File: config.mk
export PLATFORM = sky130hd
export DESIGN_NAME = dsar_ctrl
export DESIGN_NICKNAME = d
export VERILOG_FILES = /design/src/inc/dsar_pkg.sv /design/src/dsar_ctrl.sv
export SDC_FILE = /design/constraint.sdc
export NUM_CORES = 1
export LEC_CHECK = 0
export BUFFER_PORTS_ARGS = -buffer_cell sky130_fd_sc_hd__buf_4
export CORE_ASPECT_RATIO = 0.5
export CORE_UTILIZATION = 50
export CTS_CLUSTER_DIAMETER = 60
export DETAILED_ROUTE_END_ITERATION = 6
export GPL_TIMING_DRIVEN = 0
export PLACE_DENSITY = 0.68
export SETUP_SLACK_MARGIN = 0.4
export SLEW_MARGIN = 15
export SYNTH_ARGS = -nofsm -noshare
export SYNTH_HDL_FRONTEND = slang
export SYNTH_SLANG_ARGS = --single-unit
File: constraint.sdc
create_clock -name sys_clk_i -period 3.1 [get_ports sys_clk_i]
set_input_delay 0.155 -clock sys_clk_i [delete_from_list [all_inputs] [get_ports sys_clk_i]]
set_output_delay 0.155 -clock sys_clk_i [all_outputs]
set_load 0.02 [all_outputs]
File: src/inc/dsar_pkg.sv
// ------------------------------------------------------------------
// Shared constants and types of the dual-channel converter control
// ------------------------------------------------------------------
package dsar_pkg;

    // Result layout
    localparam int RES_W      = 16;
    localparam int SER_BITS   = 32;
    localparam int SER_CNT_W  = 6;
    localparam int BIT_IDX_W  = 4;
    localparam int MSB_IDX    = RES_W - 1;
    localparam int LO_BYTE_HI = 7;
    localparam int HI_BYTE_LO = 8;

    // Code limits, straight binary
    localparam logic [15:0] CODE_ZERO = 16'h0000;
    localparam logic [15:0] CODE_MID  = 16'h8000;

    // Timing in nanoseconds at the system clock
    localparam int CLK_PERIOD_NS = 40;
    localparam int BIT_TIME_NS   = 80;
    localparam int ACQ_TIME_NS   = 600;

    // Least time rounds up, never below one cycle
    function automatic int dsar_min_cycles(input int t_ns);
        int c;
        c = (t_ns + CLK_PERIOD_NS - 1) / CLK_PERIOD_NS;
        return (c < 1) ? 1 : c;
    endfunction : dsar_min_cycles

    localparam int BIT_CYCLES = dsar_min_cycles(BIT_TIME_NS);
    localparam int ACQ_CYCLES = dsar_min_cycles(ACQ_TIME_NS);
    localparam int TMR_W      = 8;

    // Buffer depth fixed at two words
    localparam int BUF_DEPTH  = 2;

    // Conversion sequencer states
    typedef enum logic [1:0] {
        DSAR_IDLE,
        DSAR_ACQ,
        DSAR_CONV_A,
        DSAR_CONV_B
    } dsar_state_type;

endpackage : dsar_pkg

File: src/dsar_ctrl.sv
`timescale 1ns/1ps

// What this block does
// - Started conversion completes unless device reset aborts it, never restarted
// - Start works regardless of chip select, read
// - Low-power held strobe self-times acquisition, repeats
// - Self-repeat may exceed guaranteed rate slightly
// - No self-repeat in full-rate mode
// - Low-power mode drops power after conversion
// - Host interface stays alive during acquisition
// - Outputs float unless select and read low
// - Channel pick chooses word or order
// - Reset aborts conversion, floats data bus
// - Select low parallel, high serial
// - Tied-low controls drive latest result continuously
// - Slave reads after or during conversion
// - Byte order select swaps result bytes on the parallel bus
// - Pick high first channel, low second
// - First channel readable on its completion in parallel mode
// - Serial first word refreshed after second done
// - Serial shifts 32 bits, MSB first
// - Serial order follows channel pick input
// - Pair select low first pair, high second
// - First channel always converted before second
// - Results straight binary, zeros lowest input
module dsar_ctrl #(
    parameter int RES_W      = dsar_pkg::RES_W,
    parameter int BIT_CYCLES = dsar_pkg::BIT_CYCLES,
    parameter int ACQ_CYCLES = dsar_pkg::ACQ_CYCLES
) (
    input  wire logic             sys_clk_i,
    input  wire logic             nrst_i,
    input  wire logic             conv_start_n_i,
    input  wire logic             power_down_in_i,
    input  wire logic             dev_reset_i,
    input  wire logic             low_power_mode_i,
    input  wire logic             cs_n_i,
    input  wire logic             rd_n_i,
    input  wire logic             serial_parallel_sel_i,
    input  wire logic             byte_order_sel_i,
    input  wire logic             chan_pick_i,
    input  wire logic             input_pair_sel_i,
    input  wire logic             comparator_i,
    input  wire logic             serial_clk_i,
    output logic                  busy_o,
    output logic                  chan_done_o,
    output logic                  low_power_o,
    output logic                  track_o,
    output logic                  conv_chan_o,
    output logic                  pair_sel_o,
    output logic [RES_W-1:0]      dac_code_o,
    output logic [RES_W-1:0]      data_o,
    output logic                  data_oe_o,
    output logic                  serial_out_o,
    output logic                  serial_out_oe_o
);

    // ------------------------------------------------------------------
    // Declarations
    // ------------------------------------------------------------------
    // Sequencer
    dsar_pkg::dsar_state_type state_q, state_d, state_nx;
    logic                        start_n_q;
    logic                        armed_q;
    logic [dsar_pkg::TMR_W-1:0]  tmr_q, tmr_d;
    logic [dsar_pkg::BIT_IDX_W-1:0] bit_q, bit_d;
    logic [RES_W-1:0]            trial_q, trial_d;
    // Result buffer and output words
    logic [RES_W-1:0]            buf_mem_q [dsar_pkg::BUF_DEPTH];
    logic                        buf_wptr_q, buf_rptr_q;
    logic [1:0]                  buf_cnt_q;
    logic [RES_W-1:0]            word_a_q, word_b_q;
    logic                        pop_second_q;
    // Serial shifter
    logic [dsar_pkg::SER_BITS-1:0] shift_q;
    logic [dsar_pkg::SER_CNT_W-1:0] shift_cnt_q;
    logic                        sclk_q;

    // ------------------------------------------------------------------
    // Shared decode
    // ------------------------------------------------------------------
    // Converting states, looked at both before and after the register
    function automatic logic dsar_is_conv(input dsar_pkg::dsar_state_type st);
        return (st == dsar_pkg::DSAR_CONV_A) | (st == dsar_pkg::DSAR_CONV_B);
    endfunction : dsar_is_conv

    // ------------------------------------------------------------------
    // Start detection and sequencing decisions
    // ------------------------------------------------------------------
    // Falling edge only; cs and rd play no part here
    wire start_edge  = start_n_q & ~conv_start_n_i;
    // Buffer must be empty so both new words have room; this is the stall
    wire buf_in_rdy  = (buf_cnt_q < 2'(dsar_pkg::BUF_DEPTH));
    wire can_start   = (buf_cnt_q == 2'd0) & ~power_down_in_i;
    // Self-repeat only after a first edge and only in low-power mode
    wire auto_go     = low_power_mode_i & armed_q & ~conv_start_n_i;
    wire step_end    = (tmr_q == dsar_pkg::TMR_W'(BIT_CYCLES - 1));
    wire acq_end     = (tmr_q == dsar_pkg::TMR_W'(ACQ_CYCLES - 1));
    wire last_bit    = (bit_q == dsar_pkg::BIT_IDX_W'(0));
    wire converting  = dsar_is_conv(state_q);
    wire word_done   = converting & step_end & last_bit;
    // Final decision folded into the stored word
    wire [RES_W-1:0] bit_mask   = RES_W'(1) << bit_q;
    wire [RES_W-1:0] kept_code  = comparator_i ? trial_q : (trial_q & ~bit_mask);
    wire             buf_wr     = word_done & buf_in_rdy;

    // ------------------------------------------------------------------
    // Sequencer next state
    // ------------------------------------------------------------------
    always_comb begin
        state_d = state_q;
        tmr_d   = tmr_q;
        bit_d   = bit_q;
        trial_d = trial_q;
        unique case (state_q)
            dsar_pkg::DSAR_IDLE: begin
                tmr_d = '0;
                // Power-down or an unread word holds off a start
                if (can_start & start_edge) begin
                    state_d = dsar_pkg::DSAR_CONV_A;
                    bit_d   = dsar_pkg::BIT_IDX_W'(dsar_pkg::MSB_IDX);
                    trial_d = dsar_pkg::CODE_MID;
                end else if (can_start & auto_go) begin
                    state_d = dsar_pkg::DSAR_ACQ;
                end
            end
            dsar_pkg::DSAR_ACQ: begin
                // Device times its own acquisition before relaunching
                tmr_d = tmr_q + 1'b1;
                if (acq_end) begin
                    state_d = dsar_pkg::DSAR_CONV_A;
                    tmr_d   = '0;
                    bit_d   = dsar_pkg::BIT_IDX_W'(dsar_pkg::MSB_IDX);
                    trial_d = dsar_pkg::CODE_MID;
                end
            end
            dsar_pkg::DSAR_CONV_A,
            dsar_pkg::DSAR_CONV_B: begin
                // Further strobes and power-down are ignored here
                tmr_d = tmr_q + 1'b1;
                if (step_end) begin
                    tmr_d = '0;
                    if (last_bit) begin
                        bit_d   = dsar_pkg::BIT_IDX_W'(dsar_pkg::MSB_IDX);
                        trial_d = dsar_pkg::CODE_MID;
                        state_d = (state_q == dsar_pkg::DSAR_CONV_A) ?
                                  dsar_pkg::DSAR_CONV_B : dsar_pkg::DSAR_IDLE;
                    end else begin
                        // Keep bit on high comparator, try next lower bit
                        bit_d   = bit_q - 1'b1;
                        trial_d = kept_code | (bit_mask >> 1);
                    end
                end
            end
        endcase
    end

    // ------------------------------------------------------------------
    // Sequencer registers; device reset aborts any conversion
    // ------------------------------------------------------------------
    always_ff @(posedge sys_clk_i or negedge nrst_i) begin
        if (!nrst_i) begin
            state_q   <= dsar_pkg::DSAR_IDLE;
            tmr_q     <= '0;
            bit_q     <= '0;
            trial_q   <= dsar_pkg::CODE_MID;
            // Idle strobe level, so release makes no false edge
            start_n_q <= 1'b1;
            armed_q   <= 1'b0;
        end else if (dev_reset_i) begin
            state_q   <= dsar_pkg::DSAR_IDLE;
            tmr_q     <= '0;
            bit_q     <= '0;
            trial_q   <= dsar_pkg::CODE_MID;
            start_n_q <= conv_start_n_i;
            armed_q   <= 1'b0;
        end else begin
            state_q   <= state_d;
            tmr_q     <= tmr_d;
            bit_q     <= bit_d;
            trial_q   <= trial_d;
            start_n_q <= conv_start_n_i;
            armed_q   <= armed_q | start_edge;
        end
    end

    // ------------------------------------------------------------------
    // Status and analog control outputs
    // ------------------------------------------------------------------
    // Device reset overrides the sequencer so status drops at once
    assign state_nx = dev_reset_i ? dsar_pkg::DSAR_IDLE : state_d;
    // Next-state decodes shared by the status flags
    wire nx_conv_a  = (state_nx == dsar_pkg::DSAR_CONV_A);
    wire nx_conv_b  = (state_nx == dsar_pkg::DSAR_CONV_B);
    wire nx_conv    = dsar_is_conv(state_nx);
    // Tracking covers idle and acquisition, the only other states
    wire nx_track   = ~nx_conv;
    // Power drops when a conversion ends, never in the middle of one
    wire nx_low_pwr = low_power_mode_i & ~nx_conv;
    // Aborted trial restarts from mid-scale
    wire [RES_W-1:0] nx_dac = dev_reset_i ? dsar_pkg::CODE_MID : trial_d;

    // Busy spans both channels; low power only outside conversion
    always_ff @(posedge sys_clk_i or negedge nrst_i) begin
        if (!nrst_i) begin
            busy_o      <= 1'b0;
            chan_done_o <= 1'b0;
            low_power_o <= 1'b0;
            track_o     <= 1'b1;
            conv_chan_o <= 1'b0;
            pair_sel_o  <= 1'b0;
            dac_code_o  <= dsar_pkg::CODE_MID;
        end else begin
            busy_o      <= nx_conv;
            chan_done_o <= ~nx_conv_a;
            low_power_o <= nx_low_pwr;
            track_o     <= nx_track;
            conv_chan_o <= nx_conv_b;
            // Pair follows input while tracking, frozen through conversion
            if (nx_track) begin
                pair_sel_o <= input_pair_sel_i;
            end
            dac_code_o  <= nx_dac;
        end
    end

    // ------------------------------------------------------------------
    // Two-entry result buffer
    // ------------------------------------------------------------------
    // Serial side drains only a full pair and only between reads
    // Full count means the loaded pair is shifted out; reset leaves zero
    wire ser_done    = (shift_cnt_q == dsar_pkg::SER_CNT_W'(dsar_pkg::SER_BITS));
    wire ser_active  = (shift_cnt_q != '0) & ~ser_done;
    wire buf_out_vld = (buf_cnt_q != 2'd0);
    wire buf_out_rdy = serial_parallel_sel_i ?
                       (pop_second_q | ((buf_cnt_q == 2'd2) & ~ser_active)) : 1'b1;
    wire buf_rd      = buf_out_vld & buf_out_rdy;
    wire [RES_W-1:0] buf_head = buf_mem_q[buf_rptr_q];
    // Head holds first channel unless it is the second of a pair
    wire head_is_b   = pop_second_q | (~serial_parallel_sel_i & buf_rptr_q);

    always_ff @(posedge sys_clk_i or negedge nrst_i) begin
        if (!nrst_i) begin
            buf_mem_q[0] <= dsar_pkg::CODE_ZERO;
            buf_mem_q[1] <= dsar_pkg::CODE_ZERO;
            buf_wptr_q   <= 1'b0;
            buf_rptr_q   <= 1'b0;
            buf_cnt_q    <= 2'd0;
        end else if (dev_reset_i) begin
            // Stored words are kept; only the flow state clears
            buf_wptr_q   <= 1'b0;
            buf_rptr_q   <= 1'b0;
            buf_cnt_q    <= 2'd0;
        end else begin
            if (buf_wr) begin
                buf_mem_q[buf_wptr_q] <= kept_code;
                buf_wptr_q            <= ~buf_wptr_q;
            end
            if (buf_rd) begin
                buf_rptr_q <= ~buf_rptr_q;
            end
            buf_cnt_q <= buf_cnt_q + {1'b0, buf_wr} - {1'b0, buf_rd};
        end
    end

    // ------------------------------------------------------------------
    // Output words and serial shifter
    // ------------------------------------------------------------------
    wire sclk_rise  = ~sclk_q & serial_clk_i;
    wire bus_en     = ~cs_n_i & ~rd_n_i;
    wire pair_ready = buf_rd & pop_second_q;
    // Host clock rises beyond the last bit are ignored
    wire shift_go   = bus_en & sclk_rise & ~ser_done;
    wire [RES_W-1:0] new_b = head_is_b ? buf_head : word_b_q;
    wire [RES_W-1:0] new_a = head_is_b ? word_a_q : buf_head;

    always_ff @(posedge sys_clk_i or negedge nrst_i) begin
        if (!nrst_i) begin
            word_a_q     <= dsar_pkg::CODE_ZERO;
            word_b_q     <= dsar_pkg::CODE_ZERO;
            pop_second_q <= 1'b0;
            shift_q      <= '0;
            shift_cnt_q  <= '0;
            sclk_q       <= 1'b0;
        end else if (dev_reset_i) begin
            // A half-read pair is dropped with the flow state
            pop_second_q <= 1'b0;
            shift_cnt_q  <= '0;
            sclk_q       <= serial_clk_i;
        end else begin
            sclk_q       <= serial_clk_i;
            // Parallel: first channel visible as soon as it lands
            if (buf_rd) begin
                word_a_q <= new_a;
                word_b_q <= new_b;
            end
            pop_second_q <= serial_parallel_sel_i & buf_rd & ~pop_second_q;
            if (pair_ready) begin
                // Order chosen when the pair is loaded
                shift_q     <= chan_pick_i ? {word_a_q, buf_head} :
                                             {buf_head, word_a_q};
                shift_cnt_q <= '0;
            end else if (shift_go) begin
                shift_q     <= {shift_q[dsar_pkg::SER_BITS-2:0], 1'b0};
                shift_cnt_q <= shift_cnt_q + 1'b1;
            end
        end
    end

    // ------------------------------------------------------------------
    // Host-facing pins, live in every sequencer state
    // ------------------------------------------------------------------
    wire [RES_W-1:0] sel_word = chan_pick_i ? word_a_q : word_b_q;
    // Swap puts the low byte on the upper lane for 8-bit hosts
    wire [RES_W-1:0] bus_word = byte_order_sel_i ?
        {sel_word[dsar_pkg::LO_BYTE_HI:0], sel_word[RES_W-1:dsar_pkg::HI_BYTE_LO]} :
        sel_word;
    wire par_en = bus_en & ~dev_reset_i & ~serial_parallel_sel_i;
    wire ser_en = bus_en & ~dev_reset_i & serial_parallel_sel_i;

    // Enables follow cs and rd one clock later; tied-low keeps driving
    always_ff @(posedge sys_clk_i or negedge nrst_i) begin
        if (!nrst_i) begin
            data_o          <= dsar_pkg::CODE_ZERO;
            data_oe_o       <= 1'b0;
            serial_out_o    <= 1'b0;
            serial_out_oe_o <= 1'b0;
        end else begin
            data_o          <= bus_word;
            data_oe_o       <= par_en;
            // Line keeps the shifter head even while floated
            serial_out_o    <= shift_q[dsar_pkg::SER_BITS-1];
            serial_out_oe_o <= ser_en;
        end
    end

endmodule : dsar_ctrl

==> results of run 1 <==
[routing by layer]
layer / share of wire, % / up-vias / GRT usage [%]
met3: 3.9 / 17 / 5.28
met1: 49 / 2884 / 34.1
li1: - / 2628 / -
met2: 46 / 100 / 36.3
met5: 0 / - / 0
met4: 1.2 / 0 / 5.18
[worst max-delay path by stage]
stage                                     startpoint                   endpoint  slack, ns
final                           bit_q[0]$_DFFE_PN0P_     buf_cnt_q[1]$_DFF_PN0_       0.62
after detailed placement      buf_rptr_q$_DFFE_PN0P_    word_b_q[7]$_DFFE_PN0P_       0.44
after global routing            bit_q[0]$_DFFE_PN0P_  buf_mem_q[23]$_DFFE_PN0P_       0.42
after global placement          bit_q[0]$_DFFE_PN0P_  buf_mem_q[22]$_DFFE_PN0P_       0.45
after floorplan           shift_cnt_q[0]$_DFFE_PN0P_     buf_cnt_q[1]$_DFF_PN0_       0.75
after CTS                     buf_rptr_q$_DFFE_PN0P_    word_b_q[7]$_DFFE_PN0P_       0.45
[kinds of logic after synthesis]
kind of cell | synth area share, %
adders and majority gates | 1.84
AOI/OAI and AO/OA | 9.27
and+or+nand+nor | 9.42
xor gates and xnor gates | 1.40
buffers and inverters | 3.21
DFF | 50.8
muxes | 24.1
[registers in the layout, summed over array words and instances, names as in the netlist, 2 cells and up]
name / flops
tmr_q: 8
shift_q: 32
shift_cnt_q: 6
dac_code_o: 16
state_q: 2
buf_mem_q: 32
word_b_q: 16
buf_cnt_q: 2
word_a_q: 16
data_o: 16
bit_q: 4
[final cells by class]
| cell class | count | area [µm²] |
|---|---|---|
| Timing Repair Buffer | 69 | 566 |
| Fill cell | 1267 | 6040 |
| Multi-Input combinational cell | 441 | 3760 |
| Inverter | 25 | 93.8 |
| Clock buffer | 18 | 429 |
| Buffer | 39 | 168 |
| Sequential cell | 165 | 4130 |
| Tap cell | 221 | 277 |
| Clock inverter | 14 | 189 |
[Yosys cell counts, types with 5 or more instances]
master	number	area share (%)
o21ai_0	46	2.8
and2_1	8	0.61
dfrtp_1	162	50
nand4_1	13	1.0
nor2_1	22	1.0
buf_1	6	0.28
a21oi_1	14	0.86
nand2_1	51	2.4
ha_1	12	1.8
nor2b_1	8	0.61
buf_2	8	0.49
mux2i_1	34	4.2
xor2_1	8	0.86
a21boi_0	9	0.83
mux4_2	16	4.4
a22oi_1	6	0.55
mux2_1	10	1.4
nor3_1	5	0.31
clkbuf_1	23	1.1
xnor2_1	5	0.54
mux2_2	102	14
inv_1	25	1.2
[per-stage QoR]
stage / total power, mW / setup WS [ns] / area (µm²) / instances / util (%)
finish: 6.05 / 0.618 / 9610 / 992 / 61.4
global route: 6.35 / 0.423 / 9610 / 992 / 61.4
CTS: 6.09 / 0.453 / 9530 / 983 / 60.9
detailed placement: 3.83 / 0.443 / 8840 / 943 / 56.4
global placement: 3.80 / 0.446 / 8800 / 942 / 56.2
floorplan: 3.48 / 0.746 / 8140 / 670 / -
[power by group through the flow]
stage / Combinational [mW] / Sequential [mW] / Clock (mW)
CTS: 1.21 / 2.61 / 2.27
global placement: 1.16 / 2.63 / 0
finish: 1.21 / 2.61 / 2.23
global route: 1.34 / 2.65 / 2.36
floorplan: 0.856 / 2.63 / 0
detailed placement: 1.19 / 2.64 / 0
[what timing repair did]
action                                  in CTS  in global routing
hold endpoints to repair                    76                  0
resized for setup                            0                  3
endpoints found under the setup margin       0                 33
hold buffers                                 8                  0
buffers inserted                             0                  9
[worst max-delay path: cells and delay by family, from the launching register on]
kind	cells	cell delay (ns)
buffers and inverters	2	0.21
XOR/XNOR	2	0.29
adder cells (fa/ha/maj)	3	0.83
AND/OR/NAND/NOR	3	0.60
flip-flops	1	0.41
==> summary.md, run 1 <==
| Metric | Value |
|---|---|
| Hold Path Depth | 2 |
| First-pass GRT wire length | between 30000 and 40000 µm |
| Hold Fails Final Rpt | 0 |
| FF-to-FF Start | bit_q[0]$_DFFE_PN0P_ |
| Port bufs | between 50 and 60 |
| Maximum clock path buffer count | 2 |
| Outcome | finished clean |
| Initial Util | between 50 and 60% |
| Iter 0 DRT Violations | 352 |
| CTS Root Cell | clkbuf_16 |
| Worst Hold Launch | serial_parallel_sel_i |
| Final setup vio count | 0 |
| Cell Int Power | about 4.3 mW |
| Clock skew | around 0.0097 ns |
| Detail Route Antenna Nets | 0 |
| Leak | ~4.5 nW |
| Cell count after synthesis | 670 |
| Req. time, crit path | between 3 and 4 ns |
| YS warnings | 0 |
| Sequential share of the synthesized area | 50.8% |
| Die area | 0.0168 mm² |
| Clock power share | a little under two fifths |
| CP Class | reg2reg |
| Vias per cell | between 5 and 6 |
| Setup TNS | 0 ns |
| Wirelength per Cell | ~19 µm |
| Fin Hold WS | 0.0321 ns |
| Chip height | approximately 92 µm |
| Global Route Usage Sum | 23.6% |
| Placer Congestion | approximately 0.84 |
| Largest net degree at the start of global routing | between 90 and 100 |
| Clock latency on the worst-skew pair | approximately 0.43 ns |
| Critical-path top delay cell | dfrtp_1 |
| Cell Area, Synth | about 0.008 mm² |
| Syn Nets | between 600 and 700 |
| Chip Width | about 180 µm |
| R2R cell count | 10 |
| Via Count | around 5.6k |
| Unrepaired setup endpoints after global routing | false |
| Setup crit end kind | flip-flop |
| Antenna cell count | 0 |
| R2R Path End | buf_cnt_q[1]$_DFF_PN0_ |
| Nets@finish | between 700 and 800 |
| Post-synth EDFFs | 0 |
| FFs w/ async S/R, synth | between 90% and 100% |
| Actual slew at the worst max-slew pin | 0.866 ns |
| Combinational power share | approximately 20% |
| Crit start category | flip-flop |
| Worst R2R Setup Slack | between 0.6 and 0.7 ns |
| Num CTS Buffers | 17 |
| CP arrival | around 2.8 ns |
| Pre-Repair DR Iteration Count | 4 |
| Sequential Power Share | between 40 and 50% |
| Commonest non-fill, non-tap cell in the layout | dfrtp_1 |
| Io pins | 55 |
| Synth Register Bits | approximately 170 |
| Main synth FF type | dfrtp_1 |
| Share of cells above drive strength 1 | 30.9% |
| Drc violations | 0 |
| Core footprint | around 0.016 mm² |
| Clk slew on worst S/H paths | 0.07 ns |
| Sequence of cells on the critical path | inv_1 -> ha_1 -> nor4b_1 -> nand3_1 -> ha_1 -> inv_1 -> ha_1 -> xor2_1 -> xnor2_1 -> nor2_1 |
| Sw frac | between 20% and 30% |
| Fmax | between 400 and 500 MHz |
| Area grow syn2layout | 18.0% |
| Max Cap Viol | 0 |
| Post-Route WL | between 15000 and 20000 µm |
| Most frequent CP cell | ha_1 |
| Power per cell area | 630 mW/mm² |
| Rel. slew slack | a little over two fifths |
| Initial antenna violation count | 0 |
| Switching pwr | between 1.5 and 2 mW |
| Fin. max-slew vios | 0 |
| Worst Hold Class | in2reg |
| Final worst path period share | 80.1% |
| Commonest non-fill, non-tap cells in the layout | 162 x dfrtp_1, 102 x mux2_2, 60 x buf_4 |
| Vias in the first global route | 5552 |
| Hpwl dp | 12700 µm |
| GR Overflow Total | 0 |
| Clk sinks | 165 |
| Crit-path max FO | 8 |
| Avg Inst Size Synth | 12.2 µm² |
| Netlist cell types | 65 |
| Peak VDD IR | 0.493 mV |
| Hold EP | serial_out_oe_o$_DFF_PN0_ |
| CTS tree | built |
| Minimum clock period | approximately 2.5 ns |
| H-tree Lvls | 4 |
| Row count | 32 |
| Max stage delay on crit path | around 0.41 ns |
No activity file was read; power rests on OpenSTA's default activity.
==> run 2, diff against run 1 <==
--- a/config.mk
+++ b/config.mk
@@ -11,7 +11,7 @@
 export CTS_CLUSTER_DIAMETER = 60
 export DETAILED_ROUTE_END_ITERATION = 6
 export GPL_TIMING_DRIVEN = 0
-export PLACE_DENSITY = 0.68
+export PLACE_DENSITY = 0.71
 export SETUP_SLACK_MARGIN = 0.4
 export SLEW_MARGIN = 15
 export SYNTH_ARGS = -nofsm -noshare
==> constraint.sdc (replaced) <==
create_clock -name sys_clk_i -period 2 [get_ports sys_clk_i]
set_input_delay 0.1 -clock sys_clk_i [delete_from_list [all_inputs] [get_ports sys_clk_i]]
set_output_delay 0.1 -clock sys_clk_i [all_outputs]
set_load 0.02 [all_outputs]
==> summary.md, run 2 (synthesis results as in run 1) <==
| Metric | Value |
|---|---|
| Area grow syn2layout | 30.0% |
| Outcome | finished with violations |
| Power per cell area | ~940 mW/mm² |
| H-tree Lvls | 4 |
| CP Class | reg2reg |
| Crit. Startpoint | shift_cnt_q[0]$_DFFE_PN0P_ |
| CTS Root Cell | clkbuf_16 |
| Final non-filler cell area | around 0.011 mm² |
| Fin Hold WS | between 0.1 and 0.15 ns |
| Maximum clock path buffer count | 2 |
| Initial Util | ~52% |
| Chip Width | approximately 180 µm |
| Io pins | 55 |
| Sequence of cells on the critical path | inv_1 -> ha_1 -> or4b_4 -> o21ai_4 -> o22a_1 -> ha_1 -> inv_1 -> ha_1 -> xor2_1 -> xnor2_1 -> nor2_1 |
| Die area | between 0.015 and 0.02 mm² |
| Detail Route Antenna Nets | 0 |
| Vias in the first global route | around 6.1k |
| Worst R2R Setup Slack | -0.32 ns |
| Wirelength per Cell | around 20 µm |
| Filler Cells Inserted | approximately 1.1k |
| Commonest non-fill, non-tap cell in the layout | dfrtp_1 |
| Antenna cell count | 0 |
| CTS tree | built |
| Max Cap Viol | 0 |
| Setup crit end kind | flip-flop |
| Clk sinks | 165 |
| Commonest non-fill, non-tap cells in the layout | 160 x dfrtp_1, 96 x mux2_2, 75 x buf_4 |
| Vias per cell | slightly below 6 |
| Hold Fails Final Rpt | 0 |
| Largest regs | buf_mem_q: 32 flops, shift_q: 32 flops |
| Iter 0 DRT Violations | between 500 and 600 |
| Unrepaired setup endpoints after global routing | true |
| Failing checks | negative setup slack |
| Final core utilization | roughly two thirds |
| First-pass GRT wire length | between 30000 and 40000 µm |
| Placer Congestion | between 0.8 and 0.9 |
| Clk slew on worst S/H paths | approximately 0.07 ns |
| Most frequent CP cell | ha_1 |
| CP arrival | ~2.6 ns |
| Clock skew | around 0.010 ns |
| Worst Hold Class | in2reg |
| Nets@finish | ~820 |
| Layout Cells excl Fill | approximately 1k |
| Critical Path Sink | buf_cnt_q[1]$_DFF_PN0_ |
| Crit-path max FO | 3 |
| Initial antenna violation count | 0 |
| Num CTS Buffers | 17 |
| Fin. max-slew vios | 0 |
| Crit start category | flip-flop |
| Row count | 32 |
| Post-DP Area | roughly 0.009 mm² |
| Minimum clock period | roughly 2.3 ns |
| Global Route Usage Sum | between 20% and 30% |
| Final setup vio count | between 80 and 90 |
| Pre-Repair DR Iteration Count | 5 |
| Req. time, crit path | 2.29 ns |
| Share of cells above drive strength 1 | 43.5% |
| Final setup margin | -0.323 ns |
| Leak | 4.86 nW |
| Chip height | around 92 µm |
| Core footprint | ~0.016 mm² |
| R2R Path End | buf_cnt_q[1]$_DFF_PN0_ |
| Peak VDD IR | just over 0.7 mV |
| Fmax | 430 MHz |
| Port bufs | 51 |
| Final worst path period share | 116% |
| Routed met3 length | between 1000 and 1500 µm |
| Metal2 WL | approximately 10000 µm |
| Clock latency on the worst-skew pair | roughly 0.43 ns |
| Actual slew at the worst max-slew pin | ~0.86 ns |
| Highest routed layer | met4 |
| Via Count | roughly 6.1k |
| R2R cell count | 11 |
| Wire length on met1 | roughly 9400 µm |
| FF-to-FF Start | shift_cnt_q[0]$_DFFE_PN0P_ |
| Largest net degree at the start of global routing | between 100 and 150 |
| Critical-path top delay cell | or4b_4 |
| Max stage delay on crit path | 0.48 ns |
| Drc violations | 0 |
| GR Overflow Total | 0 |
| Hpwl dp | about 13000 µm |
| Post-Route WL | 20700 µm |
| Placed insts | 943 |
| Rel. slew slack | roughly 43% |
run 2: cell type report:
| cell class | count | area [µm²] | share of cell area, % |
|---|---|---|---|
| clock buffers | 17 | 425 | 4.02 |
| multi-input cells | 441 | 4220 | 39.9 |
| repair buffers | 108 | 977 | 9.24 |
| well taps | 221 | 277 | 2.61 |
| flip-flops and latches | 165 | 4140 | 39.1 |
| plain buffers | 39 | 262 | 2.47 |
| clock inverters | 14 | 190 | 1.80 |
| inverters | 25 | 93.8 | 0.887 |
run 2: what timing repair did:
action,4_1_cts,5_1_grt
gates cloned,6,0
gates resized for setup,100,28
endpoints found under the hold margin,71,1
setup buffers,34,7
setup endpoints to repair,143,144
hold buffers,8,1
pin swaps,28,14
run 2: worst max-delay path: cells and delay by family, from the launching register on:
family                   cells  cell delay (ns)
buffers and inverters        2             0.12
adder cells (fa/ha/maj)      3             0.53
AO/OA/AOI/OAI                2             0.33
XOR/XNOR                     2             0.30
AND/OR/NAND/NOR              2             0.53
flip-flops                   1             0.38
run 2: worst min-delay path by stage:
stage | endpoint | from | cells after the start
6_report | shift_cnt_q[4]$_DFFE_PN0P_ | cs_n_i | 5
5_1_grt | shift_cnt_q[2]$_DFFE_PN0P_ | rd_n_i | 5
4_1_cts | pop_second_q$_DFF_PN0_ | serial_parallel_sel_i | 2
3_5_place_dp | dac_code_o[8]$_DFFE_PN0P_ | nrst_i | 1
3_3_place_gp | sclk_q$_DFF_PN0_ | serial_clk_i | 1
2_1_floorplan | armed_q$_DFF_PN0_ | nrst_i | 0
run 2: metal layers:
metal	vias up	global-route usage (%)
met1	3086	36.3
met2	229	40.9
li1	2710	-
met4	0	8.12
met5	-	0
met3	41	5.48
run 2: where the power goes:
part,switching (mW),total [mW],internal [mW]
logic,1.20,2.37,1.18
registers,0.305,4.09,3.78
clock network,1.47,3.48,2.00
total,2.97,9.93,6.96
run 2: per-stage QoR:
| step | setup TNS, ns | power [mW] | setup slack [ns] |
|---|---|---|---|
| 3_3_place_gp | -29.06 | 5.96 | -0.565 |
| 4_1_cts | -7.95 | 9.84 | -0.346 |
| 5_1_grt | -21.02 | 10.4 | -0.459 |
| 3_5_place_dp | -18.61 | 6.05 | -0.629 |
| 2_1_floorplan | -2.90 | 5.49 | -0.239 |
| 6_report | -12.18 | 9.93 | -0.323 |
